File: src/hw/irq_chan_map.vh
// Register offsets, field positions and reset values of the interrupt channel
`ifndef IRQ_CHAN_MAP_VH
`define IRQ_CHAN_MAP_VH

// Register word indices (paddr[7:2])
`define OFS_VME_EN      6'h00
`define OFS_VME_STAT    6'h01
`define OFS_PCI_EN      6'h02
`define OFS_PCI_STAT    6'h03
`define OFS_PCI_MAP0    6'h04
`define OFS_PCI_MAP1    6'h05
`define OFS_VME_MAP1    6'h06
`define OFS_ERR_ATTR    6'h07
`define OFS_ERR_ADDR    6'h08
`define OFS_SID_BASE    6'h09
`define OFS_STATID1     6'h0A
`define OFS_STATID7     6'h10

// vme_irq_enable_reg fields
`define VEN_LVL_LO      1
`define VEN_SINGLE      8
`define VEN_VME_ERROR_STATUS_BIT        9
// vme_irq_status fields
`define VST_LVL_LO      1
`define VST_SINGLE      8
`define VST_VME_ERROR_STATUS_BIT        9
`define VST_SOFT_LO     17
// pci_irq_enable_reg and pci_irq_status fields
`define PEN_SOFT        0
`define PEN_ACKDONE     1
`define PEN_VME_ERROR_STATUS_BIT        2
`define PEN_LEVEL       3
// Map fields
`define MAP1_SOFT_LO    0
`define MAP1_ACK_LO     4
`define MAP1_VME_ERROR_STATUS_BIT_LO    8
`define VMAP1_SOFT_LO   0
`define VMAP1_VME_ERROR_STATUS_BIT_LO   4
// Attribute log fields
`define ATTR_AM_LO      0
`define ATTR_ERROR_FLAG_A       6
`define ATTR_WRITE      7
// Level status/ID register fields
`define SID_ERR         8

// Reset values
`define RST_MAP0        21'h000000
`define RST_MAP1        11'h000
`define RST_VMAP1       7'h00
`define RST_SID_BASE    7'h00

`endif

File: src/hw/irq_line_fanout.v
// Steers a set of interrupt sources onto eight lines by 3-bit selectors
`timescale 1ns/1ps
`default_nettype none

module irq_line_fanout #(
	parameter N = 2
) (
	input  wire [N-1:0]   act,   // Source active levels
	input  wire [3*N-1:0] sel,   // Line selector per source
	output wire [7:0]     lines  // OR of all sources per line
);

	// One match vector per output line
	genvar j, i;
	generate
		for (j = 0; j < 8; j = j + 1) begin : gLine
			localparam integer LNUM = j;
			wire [N-1:0] match;
			for (i = 0; i < N; i = i + 1) begin : gSrc
				assign match[i] = act[i] & (sel[3*i +: 3] == LNUM[2:0]);
			end
			assign lines[j] = |match;
		end
	endgenerate

endmodule

`default_nettype wire

File: src/hw/vme_pci_irq_channel.v
// Interrupt channel: bus-error logging, routing and software interrupts
`timescale 1ns/1ps
`default_nettype none
`include "irq_chan_map.vh"

// Function
// - Bus error logs failing address and command
// - Error during acknowledge sets error_flag_a
// - Bus error raises routable internal interrupt
// - Fetch error flags status/ID, still translates
// - Fetch error sets level status; only a bus error sets error status
// - Each source routes only to allowed buses
// - Per-level trigger bit asserts that level
// - Single trigger raises one mapped interrupt
// - Single trigger wins on shared level
// - Trigger acts only when bit was zero
// - Soft acknowledge raises enabled PCI interrupt
// - PCI trigger rising edge raises PCI interrupt
// - Map field selects PCI software line
// - Software fields trigger, never enable others
// - VME soft interrupts release on acknowledge
// - Soft acknowledge returns status/ID bit0 clear
module vme_pci_irq_channel (
	input  wire        clk,
	input  wire        rst,
	// APB slave
	input  wire        psel,
	input  wire        penable,
	input  wire        pwrite,
	input  wire [7:0]  paddr,
	input  wire [31:0] pwdata,
	output reg  [31:0] prdata,
	output reg         pready,
	output reg         pslverr,
	// Bus error report from the master interface
	input  wire        errPulse,
	input  wire [31:0] errAddr,
	input  wire [5:0]  errAm,
	input  wire        errWrite,
	input  wire        errIack,
	// Handler side: acknowledge cycle we ran has finished
	input  wire        ackDone,
	input  wire [2:0]  ackLevel,
	input  wire [7:0]  ackStatId,
	input  wire        ackErr,
	// Interrupter side: a handler acknowledges our request
	input  wire        iackIn,
	input  wire [2:0]  iackLevel,
	output reg  [7:0]  statIdOut,
	output reg         statIdValid,
	// Interrupt outputs
	output reg  [7:1]  vme_irq_out_level,
	output reg  [7:0]  pci_local_irq_pin
);

	// Bus handshake state
	reg  [31:0] rdMux;         // Read word chosen by index
	wire       wrEn;           // Write takes effect
	wire [5:0] idx;            // Word index
	assign wrEn = psel & penable & pwrite & pready;
	assign idx  = paddr[7:2];

	// Write strobes per register
	wire wVen   = wrEn & (idx == `OFS_VME_EN);
	wire wVst   = wrEn & (idx == `OFS_VME_STAT);
	wire wPen   = wrEn & (idx == `OFS_PCI_EN);
	wire wPst   = wrEn & (idx == `OFS_PCI_STAT);
	wire wMap0  = wrEn & (idx == `OFS_PCI_MAP0);
	wire wMap1  = wrEn & (idx == `OFS_PCI_MAP1);
	wire wVmap1 = wrEn & (idx == `OFS_VME_MAP1);
	wire wSid   = wrEn & (idx == `OFS_SID_BASE);

	// Software-written control
	reg  [7:1]  lvlTrigQ;      // level_soft_trigger_bits
	reg         singleTrigQ;   // single_soft_trigger toward VMEbus
	reg         vVerrEnQ;      // Bus error routed to VMEbus
	reg         pSoftTrigQ;    // single_soft_trigger toward PCI
	reg         pAckEnQ;       // soft_ack_done_enable
	reg         pVerrEnQ;      // Bus error routed to PCI
	reg         pLvlEnQ;       // Translated levels routed to PCI
	reg  [20:0] map0Q;         // pci_line_map0, 3 bits per level
	reg  [10:0] map1Q;         // pci_line_map1
	reg  [6:0]  vmap1Q;        // vme_level_map1
	reg  [7:1]  sidBaseQ;      // Our status/ID upper bits

	// Hardware-set state
	reg  [7:1]  lvlActQ;       // Per-level soft source active
	reg         singleActQ;    // Single soft source active
	reg         pSoftActQ;     // PCI soft source active
	reg  [7:1]  lvlStatQ;      // vme_level_status_bit
	reg         verrStatQ;     // vme_error_status_bit
	reg         ackDoneStatQ;  // Soft acknowledge complete
	reg  [31:0] logAddrQ;      // Failing address
	reg  [5:0]  logAmQ;        // Failing address modifier
	reg         logWrQ;        // Failing direction
	reg         logIackQ;      // error_flag_a
	reg  [8:0]  statIdQ [1:7]; // level_statusid_reg array

	// Trigger edges: a one written onto a zero only
	wire [7:1] lvlSet    = {7{wVen}} & pwdata[7:1] & ~lvlTrigQ;
	wire       singleSet = wVen & pwdata[`VEN_SINGLE] & ~singleTrigQ;
	wire       pSoftSet  = wPen & pwdata[`PEN_SOFT] & ~pSoftTrigQ;

	// Acknowledge of our own request, one-hot level
	wire [7:0] iackHot    = 8'h01 << iackLevel;
	wire       singleHere = singleActQ & (vmap1Q[2:0] == iackLevel);
	wire       lvlHere    = |(lvlActQ & iackHot[7:1]);
	wire       softHit    = iackIn & (singleHere | lvlHere);
	// Single source wins, so the per-level source waits for a later cycle
	wire       clrSingle  = iackIn & singleHere;
	wire [7:1] clrLvl     = {7{iackIn & ~singleHere}} & iackHot[7:1];

	// Handler completion, one-hot level
	wire [7:0] doneHot = ackDone ? (8'h01 << ackLevel) : 8'h00;

	// Handshake and read-back
	always @(posedge clk or posedge rst) begin
		if (rst) begin
			pready  <= 1'b0;
			pslverr <= 1'b0;
			prdata  <= 32'h00000000;
		end else if (psel & ~penable) begin
			// Setup cycle: answer in the first access cycle
			// No wait states: the read word is captured during setup
			pready  <= 1'b1;
			pslverr <= (idx > `OFS_STATID7);
			prdata  <= pwrite ? 32'h00000000 : rdMux;
		end else begin
			pready  <= 1'b0;
			pslverr <= 1'b0;
		end
	end

	// Read multiplexer; unmapped words read zero
	always @* begin
		rdMux = 32'h00000000;
		case (idx)
			`OFS_VME_EN: begin
				rdMux[7:1]          = lvlTrigQ;
				rdMux[`VEN_SINGLE]  = singleTrigQ;
				rdMux[`VEN_VME_ERROR_STATUS_BIT]    = vVerrEnQ;
			end
			`OFS_VME_STAT: begin
				rdMux[7:1]                       = lvlStatQ;
				rdMux[`VST_SINGLE]               = singleActQ;
				rdMux[`VST_VME_ERROR_STATUS_BIT]                 = verrStatQ;
				rdMux[`VST_SOFT_LO+6:`VST_SOFT_LO] = lvlActQ;
			end
			`OFS_PCI_EN: begin
				rdMux[`PEN_SOFT]    = pSoftTrigQ;
				rdMux[`PEN_ACKDONE] = pAckEnQ;
				rdMux[`PEN_VME_ERROR_STATUS_BIT]    = pVerrEnQ;
				rdMux[`PEN_LEVEL]   = pLvlEnQ;
			end
			`OFS_PCI_STAT: begin
				// Active sources, routed or not; soft-ack done is set only while enabled
				rdMux[`PEN_SOFT]    = pSoftActQ;
				rdMux[`PEN_ACKDONE] = ackDoneStatQ;
				rdMux[`PEN_VME_ERROR_STATUS_BIT]    = verrStatQ;
				rdMux[`PEN_LEVEL]   = |lvlStatQ;
			end
			`OFS_PCI_MAP0: rdMux[20:0] = map0Q;
			`OFS_PCI_MAP1: rdMux[10:0] = map1Q;
			`OFS_VME_MAP1: rdMux[6:0]  = vmap1Q;
			`OFS_ERR_ATTR: begin
				rdMux[`ATTR_AM_LO+5:`ATTR_AM_LO] = logAmQ;
				rdMux[`ATTR_ERROR_FLAG_A]                = logIackQ;
				rdMux[`ATTR_WRITE]               = logWrQ;
			end
			`OFS_ERR_ADDR: rdMux = logAddrQ;
			`OFS_SID_BASE: rdMux[7:1] = sidBaseQ;
			default: begin
				// Level status/ID words
				if (idx >= `OFS_STATID1 && idx <= `OFS_STATID7)
					rdMux[8:0] = statIdQ[idx - `OFS_STATID1 + 6'h01];
			end
		endcase
	end

	// Control registers written by software
	always @(posedge clk or posedge rst) begin
		if (rst) begin
			lvlTrigQ    <= 7'h00;
			singleTrigQ <= 1'b0;
			vVerrEnQ    <= 1'b0;
			pSoftTrigQ  <= 1'b0;
			pAckEnQ     <= 1'b0;
			pVerrEnQ    <= 1'b0;
			pLvlEnQ     <= 1'b0;
			map0Q       <= `RST_MAP0;
			map1Q       <= `RST_MAP1;
			vmap1Q      <= `RST_VMAP1;
			sidBaseQ    <= `RST_SID_BASE;
		end else begin
			// Software fields hold trigger bits, not source enables
			if (wVen) begin
				lvlTrigQ    <= pwdata[7:1];
				singleTrigQ <= pwdata[`VEN_SINGLE];
				vVerrEnQ    <= pwdata[`VEN_VME_ERROR_STATUS_BIT];
			end
			if (wPen) begin
				pSoftTrigQ <= pwdata[`PEN_SOFT];
				pAckEnQ    <= pwdata[`PEN_ACKDONE];
				pVerrEnQ   <= pwdata[`PEN_VME_ERROR_STATUS_BIT];
				pLvlEnQ    <= pwdata[`PEN_LEVEL];
			end
			if (wMap0)
				map0Q <= pwdata[20:0];
			if (wMap1)
				map1Q <= pwdata[10:0];
			if (wVmap1)
				vmap1Q <= pwdata[6:0];
			if (wSid)
				sidBaseQ <= pwdata[7:1];
		end
	end

	// Soft sources: set on trigger edge, released by acknowledge
	always @(posedge clk or posedge rst) begin
		if (rst) begin
			lvlActQ    <= 7'h00;
			singleActQ <= 1'b0;
		end else begin
			// Clearing the trigger bit also withdraws the source
			lvlActQ    <= lvlSet | (lvlActQ & ~clrLvl
				& ~({7{wVen}} & ~pwdata[7:1]));
			singleActQ <= singleSet | (singleActQ & ~clrSingle
				& ~(wVen & ~pwdata[`VEN_SINGLE]));
		end
	end

	// PCI soft source: raised by a fresh trigger edge, dropped when cleared
	always @(posedge clk or posedge rst) begin
		if (rst) begin
			pSoftActQ <= 1'b0;
		end else begin
			pSoftActQ <= pSoftSet
				| (pSoftActQ & ~(wPen & ~pwdata[`PEN_SOFT]));
		end
	end

	// Sticky status: hardware set wins over a written one
	// A written zero leaves every sticky bit as it is
	always @(posedge clk or posedge rst) begin
		if (rst) begin
			lvlStatQ     <= 7'h00;
			verrStatQ    <= 1'b0;
			ackDoneStatQ <= 1'b0;
		end else begin
			lvlStatQ  <= doneHot[7:1]
				| (lvlStatQ & ~({7{wVst}} & pwdata[7:1]));
			verrStatQ <= errPulse
				| (verrStatQ & ~(wVst & pwdata[`VST_VME_ERROR_STATUS_BIT]));
			ackDoneStatQ <= (softHit & pAckEnQ)
				| (ackDoneStatQ & ~(wPst & pwdata[`PEN_ACKDONE]));
		end
	end

	// Master error log, overwritten by every bus error
	always @(posedge clk or posedge rst) begin
		if (rst) begin
			logAddrQ <= 32'h00000000;
			logAmQ   <= 6'h00;
			logWrQ   <= 1'b0;
			logIackQ <= 1'b0;
		end else if (errPulse) begin
			logAddrQ <= errAddr;
			logAmQ   <= errAm;
			logWrQ   <= errWrite;
			logIackQ <= errIack;
		end
	end

	// Level status/ID store, one word per level
	genvar g;
	generate
		for (g = 1; g <= 7; g = g + 1) begin : gSid
			always @(posedge clk or posedge rst) begin
				if (rst)
					statIdQ[g] <= 9'h000;
				else if (doneHot[g])
					statIdQ[g] <= {ackErr, ackStatId};
			end
		end
	endgenerate

	// Answer to a handler acknowledging our request
	always @(posedge clk or posedge rst) begin
		if (rst) begin
			statIdOut   <= 8'h00;
			statIdValid <= 1'b0;
		end else begin
			statIdValid <= iackIn;
			if (iackIn)
				statIdOut <= {sidBaseQ, ~(singleHere | lvlHere)};
		end
	end

	// PCI routing: translated levels, soft, soft-ack done, bus error
	wire [9:0]  pciAct;
	wire [29:0] pciSel;
	wire [7:0]  pciLines;
	assign pciAct = {verrStatQ & pVerrEnQ, ackDoneStatQ, pSoftActQ,
		lvlStatQ & {7{pLvlEnQ}}};
	assign pciSel = {map1Q[`MAP1_VME_ERROR_STATUS_BIT_LO+2:`MAP1_VME_ERROR_STATUS_BIT_LO],
		map1Q[`MAP1_ACK_LO+2:`MAP1_ACK_LO],
		map1Q[`MAP1_SOFT_LO+2:`MAP1_SOFT_LO], map0Q};

	irq_line_fanout #(
		.N     (10)
	) uPci (
		.act   (pciAct),
		.sel   (pciSel),
		.lines (pciLines)
	);

	// VME routing: only the single soft source and bus error may be mapped
	// here; PCI-only sources have no path to these lines by construction
	// Fanout line 0 means not routed, so it is left unread
	wire [7:0] vmeLines;
	irq_line_fanout #(
		.N     (2)
	) uVme (
		.act   ({verrStatQ & vVerrEnQ, singleActQ}),
		.sel   ({vmap1Q[`VMAP1_VME_ERROR_STATUS_BIT_LO+2:`VMAP1_VME_ERROR_STATUS_BIT_LO],
			vmap1Q[`VMAP1_SOFT_LO+2:`VMAP1_SOFT_LO]}),
		.lines (vmeLines)
	);

	// Registered interrupt outputs; line 0 of the VME map selects no level
	always @(posedge clk or posedge rst) begin
		if (rst) begin
			vme_irq_out_level <= 7'h00;
			pci_local_irq_pin <= 8'h00;
		end else begin
			vme_irq_out_level <= lvlActQ | vmeLines[7:1];
			pci_local_irq_pin <= pciLines;
		end
	end

endmodule

`default_nettype wire

File: config.mk
export PLATFORM = sky130hd
export DESIGN_NAME = vme_pci_irq_channel
export DESIGN_NICKNAME = d
export VERILOG_FILES = /design/src/hw/irq_line_fanout.v /design/src/hw/vme_pci_irq_channel.v
export VERILOG_INCLUDE_DIRS = /design/src /design/src/hw
export SDC_FILE = /design/constraint.sdc
export NUM_CORES = 1
export LEC_CHECK = 0
export BUFFER_PORTS_ARGS = -buffer_cell sky130_fd_sc_hd__buf_2
export CAP_MARGIN = 20
export CORE_MARGIN = 3
export CORE_UTILIZATION = 40
export DETAILED_ROUTE_END_ITERATION = 7
export GPL_TIMING_DRIVEN = 0
export PLACE_DENSITY_LB_ADDON = 0.3
export SETUP_SLACK_MARGIN = 0.02
export SYNTH_ARGS = -nofsm -noshare
export SYNTH_HDL_FRONTEND = slang
export SYNTH_SLANG_ARGS = --single-unit
File: constraint.sdc
create_clock -name clk -period 14.4 [get_ports clk]
set_clock_uncertainty 0.1 [all_clocks]
set_input_delay 1.44 -clock clk [delete_from_list [all_inputs] [get_ports clk]]
set_output_delay 1.44 -clock clk [all_outputs]
set_load 0.03 [all_outputs]
; After elaboration in Yosys (flattened, before gate mapping)
; Cells that the tools add are included.
; W data, S select, Z words.
[word_totals]
register_bits = 238
output_inout_bits = 58
wordCells = 351
[classes]
n_bitwise = 162
reduce_logical = 33
n_shift = 2
n_eq_ne = 94
n_addsub = 2
mux = 19
order_cmp = 4
[ops]
columns = cell, n
row1 = $eq A3 B3 Y1 const B, 48
row2 = $and A1 B1 Y1, 126
row3 = $reduce_or A10 Y1, 8
row4 = $eq A3 B2 Y1 const B, 24
row5 = $and A7 B7 Y7, 10
row6 = $eq A3 B1 Y1 const B, 12
row7 = $not A7 Y7, 5
row8 = $mux W32, 1
row9 = $logic_not A3 Y1, 10
row10 = $pmux W3 S10, 1
row11 = $bmux W9 S3, 1
row12 = $mux W9, 3
row13 = $pmux W3 S9, 1
row14 = $eq A6 B3 Y1 const B, 4
row15 = $or A7 B7 Y7, 3
row16 = $mux W8, 2
row17 = $pmux W1 S8, 2
row18 = $reduce_or A2 Y1, 8
row19 = $shl A1 B3 Y8 const A, 2
row20 = $reduce_or A7 Y1, 2
row21 = $eq A6 B2 Y1 const B, 2
row22 = $eq A6 B4 Y1 const B, 2
row23 = $not A1 Y1, 12
row24 = $pmux W4 S3, 1
row25 = other kinds (20), 26

; Depth between registers and ports, before layout
[depth]
ltp_word = 9
depth_mapped = 10
ltp_nobuf = 7

; Hierarchy
; From an unflattened synthesis, not the netlist that was laid out.
[unflattened]
hier_cells = 937
hier_area_um2 = 11469.8
[by_module_without_submodules]
columns = module, cells_per_inst, n_inst, seq_area_each_um2, area_per_inst_um2
row1 = vme_pci_irq_channel, 794, 1, 5955.7, 10576.4
row2 = irq_line_fanout at uPci, 124, 1, 0.0, 754.5
row3 = irq_line_fanout at uVme, 19, 1, 0.0, 138.9

; Worst setup path before layout
; OpenSTA, ideal clock, no wires.
[synth_timing]
path_type = in2reg
start = input paddr[2]
end = register map0Q[0]
slack_ns = 11.003
path_stages = 9
setup_time_ns = 0.125
arrival_ns = 3.172
path_cell_list = buf_2 inv_1 ha_1 buf_2 nor4b_4 and2_1 nand2_2 buf_6 mux2_4
[synth_between]
elab_chain_len = 2
[synth_lines]
columns = element, line
row1 = start: declaration, vme_pci_irq_channel.v:30  ; input wire [7:0] paddr,
row2 = $eq A6 B3 Y1, n/a
row3 = $and A1 B1 Y1, vme_pci_irq_channel.v:68  ; wire wMap0 = wrEn & (idx == `OFS_PCI_MAP0);
row4 = end signal: assignment, vme_pci_irq_channel.v:190  ; map0Q <= `RST_MAP0;
row5 = end signal: assignment, vme_pci_irq_channel.v:208  ; map0Q <= pwdata[20:0];
row6 = end: declaration, vme_pci_irq_channel.v:81  ; reg [20:0] map0Q;
; No other way between the ends.
; A chain may end at the register's enable or synchronous reset.

; Worst setup path in the final report
[layout_timing]
start = input paddr[2]
end = register prdata[5]
[layout_between]
elab_chain_len = 9
elab_cells_between_ends = 23
[layout_lines]
columns = element, line
row1 = $sub A6 B4 Y6 (no source line), n/a
row2 = $add A6 B1 Y6, vme_pci_irq_channel.v:175  ; rdMux[8:0] = statIdQ[idx - `OFS_STATID1 + 6'h01];
row3 = $not A6 Y7, vme_pci_irq_channel.v:175
row4 = $bmux W9 S3, vme_pci_irq_channel.v:175
row5 = $mux W9 (2 in a row), vme_pci_irq_channel.v:175
row6 = $mux W9, vme_pci_irq_channel.v:174  ; if (idx >= `OFS_STATID1 && idx <= `OFS_STATID7)
row7 = $pmux W3 S9 *, vme_pci_irq_channel.v:137  ; case (idx)
row8 = $mux W32 *, vme_pci_irq_channel.v:127  ; prdata <= pwrite ? 32'h00000000 : rdMux;
row9 = end signal: assignment, vme_pci_irq_channel.v:127
row10 = end: declaration, vme_pci_irq_channel.v:32  ; output reg [31:0] prdata,
; Mark *: on every way between the ends. The rest lies on a longest branch, timed or not. The select of a mux whose other input is x is not followed.

==> impl_metrics.yaml <==
run_status:
  status: "complete, no violations"
yosys:
  ys_warn_count: 0
  syn_area_mm2: 0.0113
  synth_top_area_share_pct: 52.6
  synth_cells: 933
  yosysSeqAreaShare_pct: 52.6
  synth-seq-cells: 238
  async_flop_share_pct: 100
  synth_largest_area_cell: "dfrtp_1"
  synth_cell_type_count: 58
  synth_area_per_cell_um2: 12.1
  synth-main-ff-cell: "dfrtp_1"
  syn-num-nets: 1040
  synth_area_leaders: "dfrtp_1, mux2_2, mux2_4"
  synth-edff-count: 0
placed_design:
  numPortBuffers: 134
  dpl.hpwl_mm: 24.9
  pre_cts_slack_ns: 10.04
  globalplace.congestion: 0.916
critical_path:
  worstPathCellList: "buf_2, buf_2, inv_1, ha_1, buf_2, xnor2_1, buf_2, o211ai_1, o21ai_0, o221ai_1"
  r2r-start: "pLvlEnQ$_DFFE_PP0N_"
  critPathMaxFanout: 10
  crit_arrival_ns: 4.06
  cp_slowest_cell: "xnor2_1"
  crit_top_cell: "buf_2"
  worstSetupStartpointType: "input port"
  crit_type: "input port to flip-flop"
  crit_path_end_kind: "flip-flop"
  cp.required_ns: 14.70
  rr_worst_depth: 4
  r2r-end: "prdata[3]$_DFFE_PP0P_"
  rrSetupSlack_ns: 12.30
  max_stage_delay_ns: 0.68
global_routing:
  grt_max_degree: 113
  grt_overflow: 0
  grt_pass1_vias: 8519
  antenna_found_initial: 6
  grt_usage_pct: 21.9
  grt_pass1_wl_mm: 51.9
cells_and_area:
  fin_nets: 1204
  mostFrequentLayoutCell: "dfrtp_1"
  drive_above_1_share_pct: 36.2
  n_fill_cell: 2526
  area_delta_synth_final_pct: 18.7
  mostFrequentLayoutCells: "dfrtp_1, mux2_2, buf_2"
floorplanning:
  dieArea_mm2: 0.0304
  coreArea_mm2: 0.0274
  pin_count: 161
  die_w_um: 174
  die_h_um: 174
  num_rows: 60
  start_util_pct: 41.3
clock_tree:
  cts_tree: "done"
  ctsHtreeMaxLevel: 1
  cts.root.buffer_cell: "clkbuf_16"
  cts_sinks: 238
  clockBufferDepth: 3
  cts_resized: 0
  clock_latency_ns: 0.55
  cts_setup_buffers: 0
  cts.clk_slew.worst_paths_ns: 0.06
  cts-buffers-inserted: 26
  cts_hold_buf: 0
timing:
  postLayoutSetupSlackWorst_ns: 10.64
  tightest_slew_ns: 1.01
  finalSetupViolations: 0
  final.setup.tns_ns: 0
  finalCriticalPeriod_ns: 3.76
  relSlewSlack_pct: 32.0
  fmax_mhz: 266
  hold_viol: 0
  final_max_slew_viol_count: 0
  finalCritPeriodShare_pct: 26.1
  whs_ns: 0.377
  grt_setup_unrepaired: "false"
power_and_ir_drop:
  power_density_mw_per_mm2: 121
  leakagePower_nw: 6.24
  peakVddDrop_uv: 133
drt:
  first_iter_violations: 662
  drtAntennaViolNets: 0
  drc: 0
  viasPerCell: 5.68
  wire_per_inst_um: 22.6
  firstDrtPassIters: 6
  routed_wl_mm: 33.8
  routed-via-count: 8469
job:
  cap_viol_max_count: 0
hold_path:
  hold_end: "prdata[13]$_DFFE_PP0P_"
  hp-class: "flip-flop to flip-flop"
  min_path_cells: 2
  hp-start: "prdata[13]$_DFFE_PP0P_"
[per-stage QoR]
step | cells | utilization, % | instance area [µm²] | power, mW
after floorplan | 933 | - | 11300 | 0.880
after global placement | 1439 | 45.5 | 12500 | 0.935
final | 1491 | 49.1 | 13400 | 1.63
after global routing | 1490 | 49.1 | 13400 | 1.69
after CTS | 1488 | 49.0 | 13400 | 1.64
after detailed placement | 1441 | 45.7 | 12500 | 0.943
[critical path: cells and delay by family]
kind	cells	cell delay, ns
compound gates	3	0.50
xor+xnor	1	0.68
buf+inv	5	1.22
fa+ha+maj	1	0.21
[worst max-delay path by stage]
stage                                         to  startpoint  cells past startpoint  slack [ns]
after floorplan           ackDoneStatQ$_DFF_PP0_         rst                      1        6.33
after global placement      map0Q[0]$_DFFE_PP0P_         rst                      2        3.66
after detailed placement   prdata[5]$_DFFE_PP0P_    paddr[2]                     10       10.04
after CTS                  prdata[5]$_DFFE_PP0P_    paddr[2]                     10       10.60
after global routing       prdata[5]$_DFFE_PP0P_    paddr[2]                     10       10.42
final                      prdata[5]$_DFFE_PP0P_    paddr[2]                     10       10.64
[routing by layer]
metal | part of all wire (%) | vias up | track usage (%)
li1 | - | 3809 | -
met4 | 3.6 | 8 | 6.47
met2 | 47 | 296 | 36.3
met3 | 6.3 | 77 | 3.87
met5 | 0.17 | - | 0
met1 | 43 | 4279 | 29.6
[Yosys cell counts, drive strengths merged, types with 5 or more instances]
master and instances:
o21ai 31, o22ai 12, a22oi 30, clkbuf 31
and3 20, a31oi 7, o221ai 10, a22o 17
and2 6, nand4 12, nand2 78, a221oi 6
nor2 45, o211ai 9, a222oi 11, mux4 9
nor3 16, nand2b 12, inv 10, dfrtp 238
mux2 180, nor2b 25, a21o 6, a221o 5
buf 22, a21oi 8, mux2i 19, nand3 15
[power by group]
part | total [mW] | switching [mW] | internal, mW
sequential | 0.760 | 0.0341 | 0.725
clock | 0.701 | 0.280 | 0.421
combinational | 0.170 | 0.0854 | 0.0846
total | 1.63 | 0.399 | 1.23
[logic make-up after synthesis]
family | after synthesis | share of synthesized area (%)
fa+ha+maj | 4 | 0.442
buf+inv | 63 | 2.43
mux | 208 | 22.0
compound gates | 170 | 11.2
simple gates | 246 | 11.1
flops | 238 | 52.6
xor+xnor | 4 | 0.309
[flip-flops by register name, summed over array words and instances (netlist names), 6 cells and up]
| signal | cells |
|---|---|
| prdata | 32 |
| lvlActQ | 7 |
| lvlTrigQ | 7 |
| logAmQ | 6 |
| pci_local_irq_pin | 8 |
| map1Q | 11 |
| logAddrQ | 32 |
| lvlStatQ | 7 |
| sidBaseQ | 7 |
| vmap1Q | 7 |
| statIdQ | 63 |
| vme_irq_out_level | 7 |
| statIdOut | 8 |
| map0Q | 21 |
[cell type report]
type	count	area, µm²	area share, %
flip-flops and latches	238	5960	44.3
multi-input cells	632	5100	37.9
clock buffers	35	754	5.61
repair buffers	136	726	5.40
well taps	372	465	3.46
plain buffers	53	238	1.77
clock inverters	12	158	1.17
inverters	10	45.0	0.335
diodes	3	7.51	0.0558
Power figures use the tool's default switching activity.
